**src/rtl/branch_consts.svh**
```systemverilog
// constants for the flag conditional short branch block
`ifndef BRANCH_CONSTS_SVH
`define BRANCH_CONSTS_SVH
// high nibble family prefix of the short conditional branches
`define BR_FAMILY 4'he
// field positions within the instruction word
`define BR_FAMILY_MSB 15
`define BR_FAMILY_LSB 12
`define BR_SEL_MSB 11
`define BR_SEL_LSB 8
// width of the signed offset literal in the low byte
`define BR_LIT_WIDTH 8
// low nibble of the upper byte selecting the condition
`define BR_SEL_NEG 4'h6
`define BR_SEL_NO_CARRY 4'h3
`define BR_SEL_NOT_NEG 4'h7
`define BR_SEL_NO_OVF 4'h5
// phase numbers within an instruction cycle
`define PH_Q1 2'h0
`define PH_Q2 2'h1
`define PH_Q3 2'h2
`define PH_Q4 2'h3
// status flag bit positions
`define FLAG_CARRY 0
`define FLAG_OVF 3
`define FLAG_NEG 4
// word step of the program counter
`define PC_STEP 2
`endif

```
**src/rtl/branch_pkg.sv**
```systemverilog
// types for the flag conditional short branch block
package branch_pkg;
   // condition decoded from the upper byte
   typedef enum logic [2:0] {
      cond_none_type_v,
      branch_on_negative,
      branch_on_carry_clear,
      branch_on_not_negative,
      branch_on_no_overflow
   } cond_type;
   // one fetched instruction with its own address
   typedef struct packed {
      logic [20:0] address;
      logic [15:0] word;
   } fetch_type;
   // program counter write request
   typedef struct packed {
      logic write;
      logic [20:0] value;
   } pc_write_type;
endpackage

```
**src/rtl/flag_conditional_short_branch.sv**
```systemverilog
// decode and execution of the flag conditional short branches
`timescale 1ns/1ps
`include "branch_consts.svh"
module flag_conditional_short_branch #(
   parameter int PC_WIDTH = 21
) (
   // clock and reset
   input wire logic clock,
   input wire logic reset,
   // fetched instruction and its valid strobe, sampled in Q1, the literal byte read again in Q2
   input wire branch_pkg::fetch_type fetch,
   input wire logic fetch_valid,
   // status flags from the core
   input wire logic [7:0] status,
   // program counter write
   output branch_pkg::pc_write_type pc_write,
   // prefetch flush and stall for the idle cycle
   output logic flush,
   output logic busy,
   // status flags passed on unchanged
   output logic [7:0] status_out,
   // one of the four branches recognised this cycle
   output logic is_branch,
   // current phase, registered
   output logic [1:0] phase_out
);
   // phase number of the current clock and the end of cycle pulse
   logic [1:0] phase;
   logic cycle_end;

   // four phase generator, phase number per clock and one end pulse per cycle
   phase_divider i_phase_divider (
      .clock(clock),
      .reset(reset),
      .phase(phase),
      .cycle_end(cycle_end)
   );

   // decode a word into its branch condition
   function automatic branch_pkg::cond_type decode(input logic [15:0] word);
      branch_pkg::cond_type c;
      c = branch_pkg::cond_none_type_v;
      // only the branch family prefix can hold one of the four
      if (word[`BR_FAMILY_MSB:`BR_FAMILY_LSB] == `BR_FAMILY) begin
         case (word[`BR_SEL_MSB:`BR_SEL_LSB])
            `BR_SEL_NEG: c = branch_pkg::branch_on_negative;
            `BR_SEL_NO_CARRY: c = branch_pkg::branch_on_carry_clear;
            `BR_SEL_NOT_NEG: c = branch_pkg::branch_on_not_negative;
            `BR_SEL_NO_OVF: c = branch_pkg::branch_on_no_overflow;
            // other selectors belong to instructions outside this block
            default: c = branch_pkg::cond_none_type_v;
         endcase
      end
      return c;
   endfunction

   // test a decoded condition against the status flags
   function automatic logic cond_holds(input branch_pkg::cond_type c,
      input logic [7:0] flags);
      logic h;
      h = 1'b0;
      case (c)
         branch_pkg::branch_on_negative: h = flags[`FLAG_NEG];
         branch_pkg::branch_on_carry_clear: h = ~flags[`FLAG_CARRY];
         branch_pkg::branch_on_not_negative: h = ~flags[`FLAG_NEG];
         branch_pkg::branch_on_no_overflow: h = ~flags[`FLAG_OVF];
         // no branch decoded: never taken
         default: h = 1'b0;
      endcase
      return h;
   endfunction

   // states of one branch: none, first cycle, idle second cycle
   typedef enum logic [1:0] {idle_type_s, exec_type_s, dead_type_s} state_type;
   state_type state_reg; // where the current instruction stands
   branch_pkg::cond_type fetch_cond; // condition of the word on the fetch port
   logic fetch_hit; // valid fetch of one of the four branches
   branch_pkg::cond_type cond_reg; // decoded in Q1
   logic [`BR_LIT_WIDTH-1:0] literal_reg; // read in Q2
   logic [PC_WIDTH-1:0] address_reg; // own address, captured in Q1
   logic [PC_WIDTH-1:0] target_reg; // computed in Q3
   logic taken_reg; // condition outcome, settled in Q3
   logic [PC_WIDTH-1:0] offset_ext; // doubled and sign extended literal
   logic live_q1; // Q1 of a cycle that may start an instruction
   logic write_now; // Q4 of a taken branch

   // decode the fetch word once for every user
   assign fetch_cond = decode(fetch.word);
   assign fetch_hit = fetch_valid && fetch_cond != branch_pkg::cond_none_type_v;

   // the cycle after a taken branch decodes nothing
   assign live_q1 = (phase == `PH_Q1) && !(state_reg == exec_type_s && taken_reg);

   // counter write and flush happen at the end of Q4 of a taken branch
   assign write_now = (phase == `PH_Q4) && state_reg == exec_type_s && taken_reg;

   // sign extend to the counter width and double the literal
   assign offset_ext = {{(PC_WIDTH-`BR_LIT_WIDTH-1){literal_reg[`BR_LIT_WIDTH-1]}},
      literal_reg, 1'b0};

   // instruction state, advanced in Q1 only
   always_ff @(posedge clock) begin
      if (reset) begin
         state_reg <= idle_type_s;
      end else if (phase == `PH_Q1) begin
         if (state_reg == exec_type_s && taken_reg) begin
            // a taken branch spends the next cycle idle
            state_reg <= dead_type_s;
         end else if (fetch_hit) begin
            // one of the four branches starts its first cycle
            state_reg <= exec_type_s;
         end else begin
            // any other word, or no valid fetch, is not ours
            state_reg <= idle_type_s;
         end
      end
   end

   // condition and own address, captured in Q1 of a live cycle
   always_ff @(posedge clock) begin
      if (reset) begin
         cond_reg <= branch_pkg::cond_none_type_v;
         address_reg <= '0;
      end else if (live_q1 && fetch_hit) begin
         // decode step of the first cycle
         cond_reg <= fetch_cond;
         address_reg <= fetch.address[PC_WIDTH-1:0];
      end
   end

   // offset literal, read in Q2 of the first cycle
   always_ff @(posedge clock) begin
      if (reset) begin
         literal_reg <= '0;
      end else if (phase == `PH_Q2 && state_reg == exec_type_s) begin
         // low byte of the instruction word
         literal_reg <= fetch.word[`BR_LIT_WIDTH-1:0];
      end
   end

   // branch target, processed in Q3 of the first cycle
   always_ff @(posedge clock) begin
      if (reset) begin
         target_reg <= '0;
      end else if (phase == `PH_Q3 && state_reg == exec_type_s) begin
         // the counter has already stepped past this word
         target_reg <= address_reg + PC_WIDTH'(`PC_STEP) + offset_ext;
      end
   end

   // condition outcome, processed in Q3; cleared in Q3 of other cycles
   always_ff @(posedge clock) begin
      if (reset) begin
         taken_reg <= 1'b0;
      end else if (phase == `PH_Q3) begin
         if (state_reg == exec_type_s) begin
            // flags are only read, never written
            taken_reg <= cond_holds(cond_reg, status);
         end else begin
            // no live branch in this cycle
            taken_reg <= 1'b0;
         end
      end
   end

   // counter write in Q4 only when taken
   always_ff @(posedge clock) begin
      if (reset) begin
         pc_write <= '0;
      end else begin
         // one clock pulse, seen during the following Q1
         pc_write.write <= write_now;
         // value only matters while the write bit is high
         pc_write.value <= 21'(target_reg);
      end
   end

   // discard the prefetched word together with the counter write
   always_ff @(posedge clock) begin
      if (reset) begin
         flush <= 1'b0;
      end else begin
         flush <= write_now;
      end
   end

   // busy during the idle second cycle of a taken branch
   always_ff @(posedge clock) begin
      if (reset) begin
         busy <= 1'b0;
      end else if (cycle_end) begin
         // set for the dead cycle, dropped at its end
         busy <= state_reg == exec_type_s && taken_reg;
      end
   end

   // flags pass through untouched
   always_ff @(posedge clock) begin
      if (reset) begin
         status_out <= '0;
      end else begin
         status_out <= status;
      end
   end

   // report a valid fetch of one of the four branches
   always_ff @(posedge clock) begin
      if (reset) begin
         is_branch <= 1'b0;
      end else begin
         is_branch <= fetch_hit;
      end
   end

   // registered copy of the phase for the core's sequencer
   always_ff @(posedge clock) begin
      if (reset) begin
         phase_out <= `PH_Q1;
      end else begin
         phase_out <= phase;
      end
   end
endmodule

```
**src/rtl/phase_divider.sv**
```systemverilog
// four phase divider: a phase number per clock and one end pulse per instruction cycle
`timescale 1ns/1ps
`include "branch_consts.svh"
module phase_divider (
   // clock and reset
   input wire logic clock,
   input wire logic reset,
   // phase number and end of cycle pulse
   output logic [1:0] phase,
   output logic cycle_end
);
   // phase counter advances every clock
   always_ff @(posedge clock) begin
      if (reset) begin
         phase <= `PH_Q1;
      end else begin
         phase <= phase + 2'h1;
      end
   end
   // pulse during the last phase of each cycle
   assign cycle_end = (phase == `PH_Q4);
endmodule

```
**config.mk**
```make
export PLATFORM = sky130hd
export DESIGN_NAME = flag_conditional_short_branch
export DESIGN_NICKNAME = d
export VERILOG_FILES = /design/src/rtl/branch_pkg.sv /design/src/rtl/flag_conditional_short_branch.sv /design/src/rtl/phase_divider.sv
export VERILOG_INCLUDE_DIRS = /design/src /design/src/rtl
export SDC_FILE = /design/constraint.sdc
export NUM_CORES = 1
export LEC_CHECK = 0
export BUFFER_PORTS_ARGS = -buffer_cell sky130_fd_sc_hd__buf_2
export CORE_ASPECT_RATIO = 2
export CORE_MARGIN = 1
export CORE_UTILIZATION = 35
export CTS_BUF_LIST = sky130_fd_sc_hd__clkbuf_4 sky130_fd_sc_hd__clkbuf_8
export CTS_CLUSTER_SIZE = 14
export DETAILED_ROUTE_END_ITERATION = 10
export GPL_ROUTABILITY_DRIVEN = 1
export PLACE_DENSITY = 0.65
export SYNTH_ARGS = -nofsm -noshare
export SYNTH_HDL_FRONTEND = slang
export SYNTH_SLANG_ARGS = --single-unit
```
**constraint.sdc**
```tcl
create_clock -name clock -period 3.4 [get_ports clock]
set_input_delay 0.51 -clock clock [delete_from_list [all_inputs] [get_ports clock]]
set_output_delay 0.51 -clock clock [all_outputs]
set_load 0.03 [all_outputs]
```
==> out/metrics.yaml <==
total_number_of_nets_in_the_final_design: 639
dp_cells: 683
cp.arrival_ps: 3020
first_pass_grt_wire_length_mm: 16.3
relSlewSlack_pct: 61.9
placeableCoreArea_sq_mm: 0.0118
h_tree_lvl_count: 3
drive_above_1_share_pct: 20.3
proportion_of_power_drawn_by_combinational_gates_pct: 4.9
syn_to_final_growth_pct: 16.1
grt_setup_unrepaired: "no"
timing.setup.critical_path_class: "register to register"
design_power_total_mw: 1.85
synth_seq_cells: 92
io_buffers: 82
setup.reg_to_reg.worst_slack_ps: 620
timing_hold_violations_final: 0
count_of_mapped_cells_out_of_synthesis: 476
number_of_enable_flip_flop_cells_after_synthesis: 0
num_vias: 3464
timing.hold.worst_path_depth: 2
drt_pass1_iterations: 4
fin_tns_setup_ps: 0
maxSlewViolCount: 0
floorplan.initialDensity_pct: 36.2
crit_slowest_cell: "sky130_fd_sc_hd__dfxtp_1"
hold_start: "status[6]"
internal_power_mw: 1.40
yosys-top-cells-area: "sky130_fd_sc_hd__dfxtp_1 43%, sky130_fd_sc_hd__ha_1 12%, sky130_fd_sc_hd__nand2_1 7.1%"
whs_endpoint: "status_out[6]"
final_min_period_over_clock_period_pct: 81.9
yosys_warnings: 0
capturing_point_of_the_worst_reg2reg_path: "target_reg[16]"
worst_ep_required_time_ps: 3640
antenna-diode-count: 0
routed_wl_mm: 9.89
launching_element_type_of_the_critical_path: "register"
postCtsSetupBuffers: 0
synth_largest_area_cell: "sky130_fd_sc_hd__dfxtp_1"
final.min_clock_period_ps: 2780
cts_sinks: 92
clockRootBuffer: "sky130_fd_sc_hd__clkbuf_8"
max_clock_freq_mhz: 359
min_path_type: "input pin to register"
worst_slew_pin_slew_ps: 572
clock_power_share_pct: 36.0
setup_viol: 0
cts_buffer_depth: 2
detail_route.vias_per_cell: 4.96
share_of_total_power_in_sequential_cells_pct: 59.1
worstSkewPairLatency_ps: 370
timing.critical_path.mode_cell: "sky130_fd_sc_hd__ha_1"
antenna_violations_before_repair: 0
post_syn_area_per_cell_sq_um: 8.94
mappedNetlistArea_sq_mm: 0.00426
drcViolationCount: 0
placementRows: 56
synth_top_flop_cell: "sky130_fd_sc_hd__dfxtp_1"
tritoncts: "done"
cts_resized: 0
yosys.cell_types.count: 57
status: "finished, final reports clean"
p_sw_share_pct: 23.9
cts_hold_buf: 0
path_cells: "buf_4, ha_1, ha_1, a21o_2, a2111oi_4, o21ai_2, a22oi_2, xor2_1, o31ai_1"
detailedRoute.firstIterationViolations: 114
drv_cap: 0
power_density_mw_per_mm2: 373
ff2ff_path_depth: 9
global_route.overflow_total: 0
pin_count_of_the_biggest_net_entering_global_routing: 52
static-leakage-power_nw: 2.17
netSwitchingPower_uw: 441
gp_congestion: 0.877
worstReg2RegStart: "literal_reg[7]"
routedWlPerCell_um: 14.2
critical-path-max-stage-delay_ps: 530
floorplan.io_pins: 83
asyncSetResetFlopFracSynth_pct: 0
ir_worst_vdd_mv: 0.240
die_w_um: 80.0
die_outline_height_um: 158
final_cell_count_no_fill: 698
synth_fp_nets: 566
floorplan_die_area_sq_mm: 0.0126
dp.final_hpwl_mm: 7.81
worst_setup_hold_path_clk_slew_ps: 90
cts_made_buffers: 9
global_route.usage.total_pct: 16.8
crit_path_max_fanout: 9
drtAntennaViolNets: 0
crit_path_end_kind: "register"
final_core_utilization_pct: 42.0
clock-skew-final_ps: 11.3
via_count_of_the_first_global_routing_pass: 3436
synth.yosys.seq_area_share_pct: 43.3
synth_top_area_share_pct: 43.3
==> cells in the mapped netlist, types with 3 or more instances <==
master                     count
sky130_fd_sc_hd__buf_2         7
sky130_fd_sc_hd__o22ai_1       4
sky130_fd_sc_hd__a21o_1        3
sky130_fd_sc_hd__buf_1         3
sky130_fd_sc_hd__mux2i_1       3
sky130_fd_sc_hd__nor2b_1      32
sky130_fd_sc_hd__nand4_1       6
sky130_fd_sc_hd__xnor2_1       6
sky130_fd_sc_hd__o21ai_0      10
sky130_fd_sc_hd__nand2_1      81
sky130_fd_sc_hd__ha_1         41
sky130_fd_sc_hd__a22o_1        5
sky130_fd_sc_hd__clkbuf_1     12
sky130_fd_sc_hd__xor2_1        6
sky130_fd_sc_hd__a21oi_1      57
sky130_fd_sc_hd__nand3_1      15
sky130_fd_sc_hd__inv_1        12
sky130_fd_sc_hd__dfxtp_1      92
sky130_fd_sc_hd__o211ai_1      5
sky130_fd_sc_hd__buf_4         3
sky130_fd_sc_hd__nor3_1        6
sky130_fd_sc_hd__nor2_1       21
==> critical path: cells and delay by family, from the launching register on <==
kind	cells	cell delay (ps)
AO/OA/AOI/OAI	5	1070
adder cells (fa/ha/maj)	2	650
flip-flops	1	530
buffers and inverters	1	220
XOR/XNOR	1	170
==> metal layers <==
| layer | track usage (%) | part of all wire (%) | up-vias | wire [um] |
|---|---|---|---|---|
| li1 | - | - | 1796 | - |
| met1 | 17.7 | 39 | 1590 | 3890 |
| met2 | 31.5 | 55 | 61 | 5410 |
| met3 | 2.77 | 2.9 | 17 | 283 |
| met4 | 8.08 | 3.0 | 0 | 295 |
| met5 | 0 | 0 | - | 0 |
==> how the worst max path moves through the flow <==
stage / from / to / slack [ps] / cells after the start
after floorplan: literal_reg[7] / target_reg[16] / 900 / 9
after global placement: literal_reg[7] / target_reg[16] / 680 / 9
after detailed placement: literal_reg[7] / target_reg[16] / 620 / 9
after CTS: literal_reg[7] / target_reg[16] / 610 / 9
after global routing: literal_reg[7] / target_reg[19] / 410 / 8
final: literal_reg[7] / target_reg[16] / 620 / 9
==> layout by cell type, fill, tap and decap left out, drive strengths merged, types with 6 or more instances in the layout <==
cell type / count
o21ai: 11
a21oi: 58
nor2b: 34
nand2: 81
xnor2: 6
inv: 13
ha: 41
xor2: 6
nand4: 6
clkbuf: 10
nor2: 21
dfxtp: 92
buf: 88
nand3: 15
nor3: 6
==> stage by stage <==
stage          hold slack (ps)  setup WS (ps)  instance area (sq um)
2_1_floorplan              427            902                   4260
3_3_place_gp               436            678                   4770
3_5_place_dp               440            622                   4770
4_1_cts                    335            610                   4940
5_1_grt                    345            413                   4940
6_report                   345            615                   4940
==> layout make-up <==
class	instances	area (sq um)
fillers	1214	6830
clock inverters	5	36.3
clock buffers	10	138
well taps	145	181
inverters	12	45.0
repair buffers	88	455
flip-flops and latches	92	1840
multi-input cells	346	2240
==> power groups by stage <==
stage | registers, mW | clock network [mW] | logic, mW
floorplan | 1.13 | 0 | 0.0341
global placement | 1.11 | 0 | 0.0893
detailed placement | 1.12 | 0 | 0.0917
CTS | 1.09 | 0.685 | 0.0920
global route | 1.09 | 0.726 | 0.100
finish | 1.09 | 0.665 | 0.0905
==> cell families (layout without fill, tap and decap cells) <==
family                   Yosys count  after routing  share of synthesized area [%]
AO/OA/AOI/OAI                    113            113                           17.4
XOR/XNOR                          12             12                           2.47
adder cells (fa/ha/maj)           42             42                           12.5
buffers and inverters             38            115                           4.00
flip-flops                        92             92                           43.3
multiplexers                       3              3                          0.705
AND/OR/NAND/NOR                  176            176                           19.7
No activity file was read; power rests on OpenSTA's default activity.
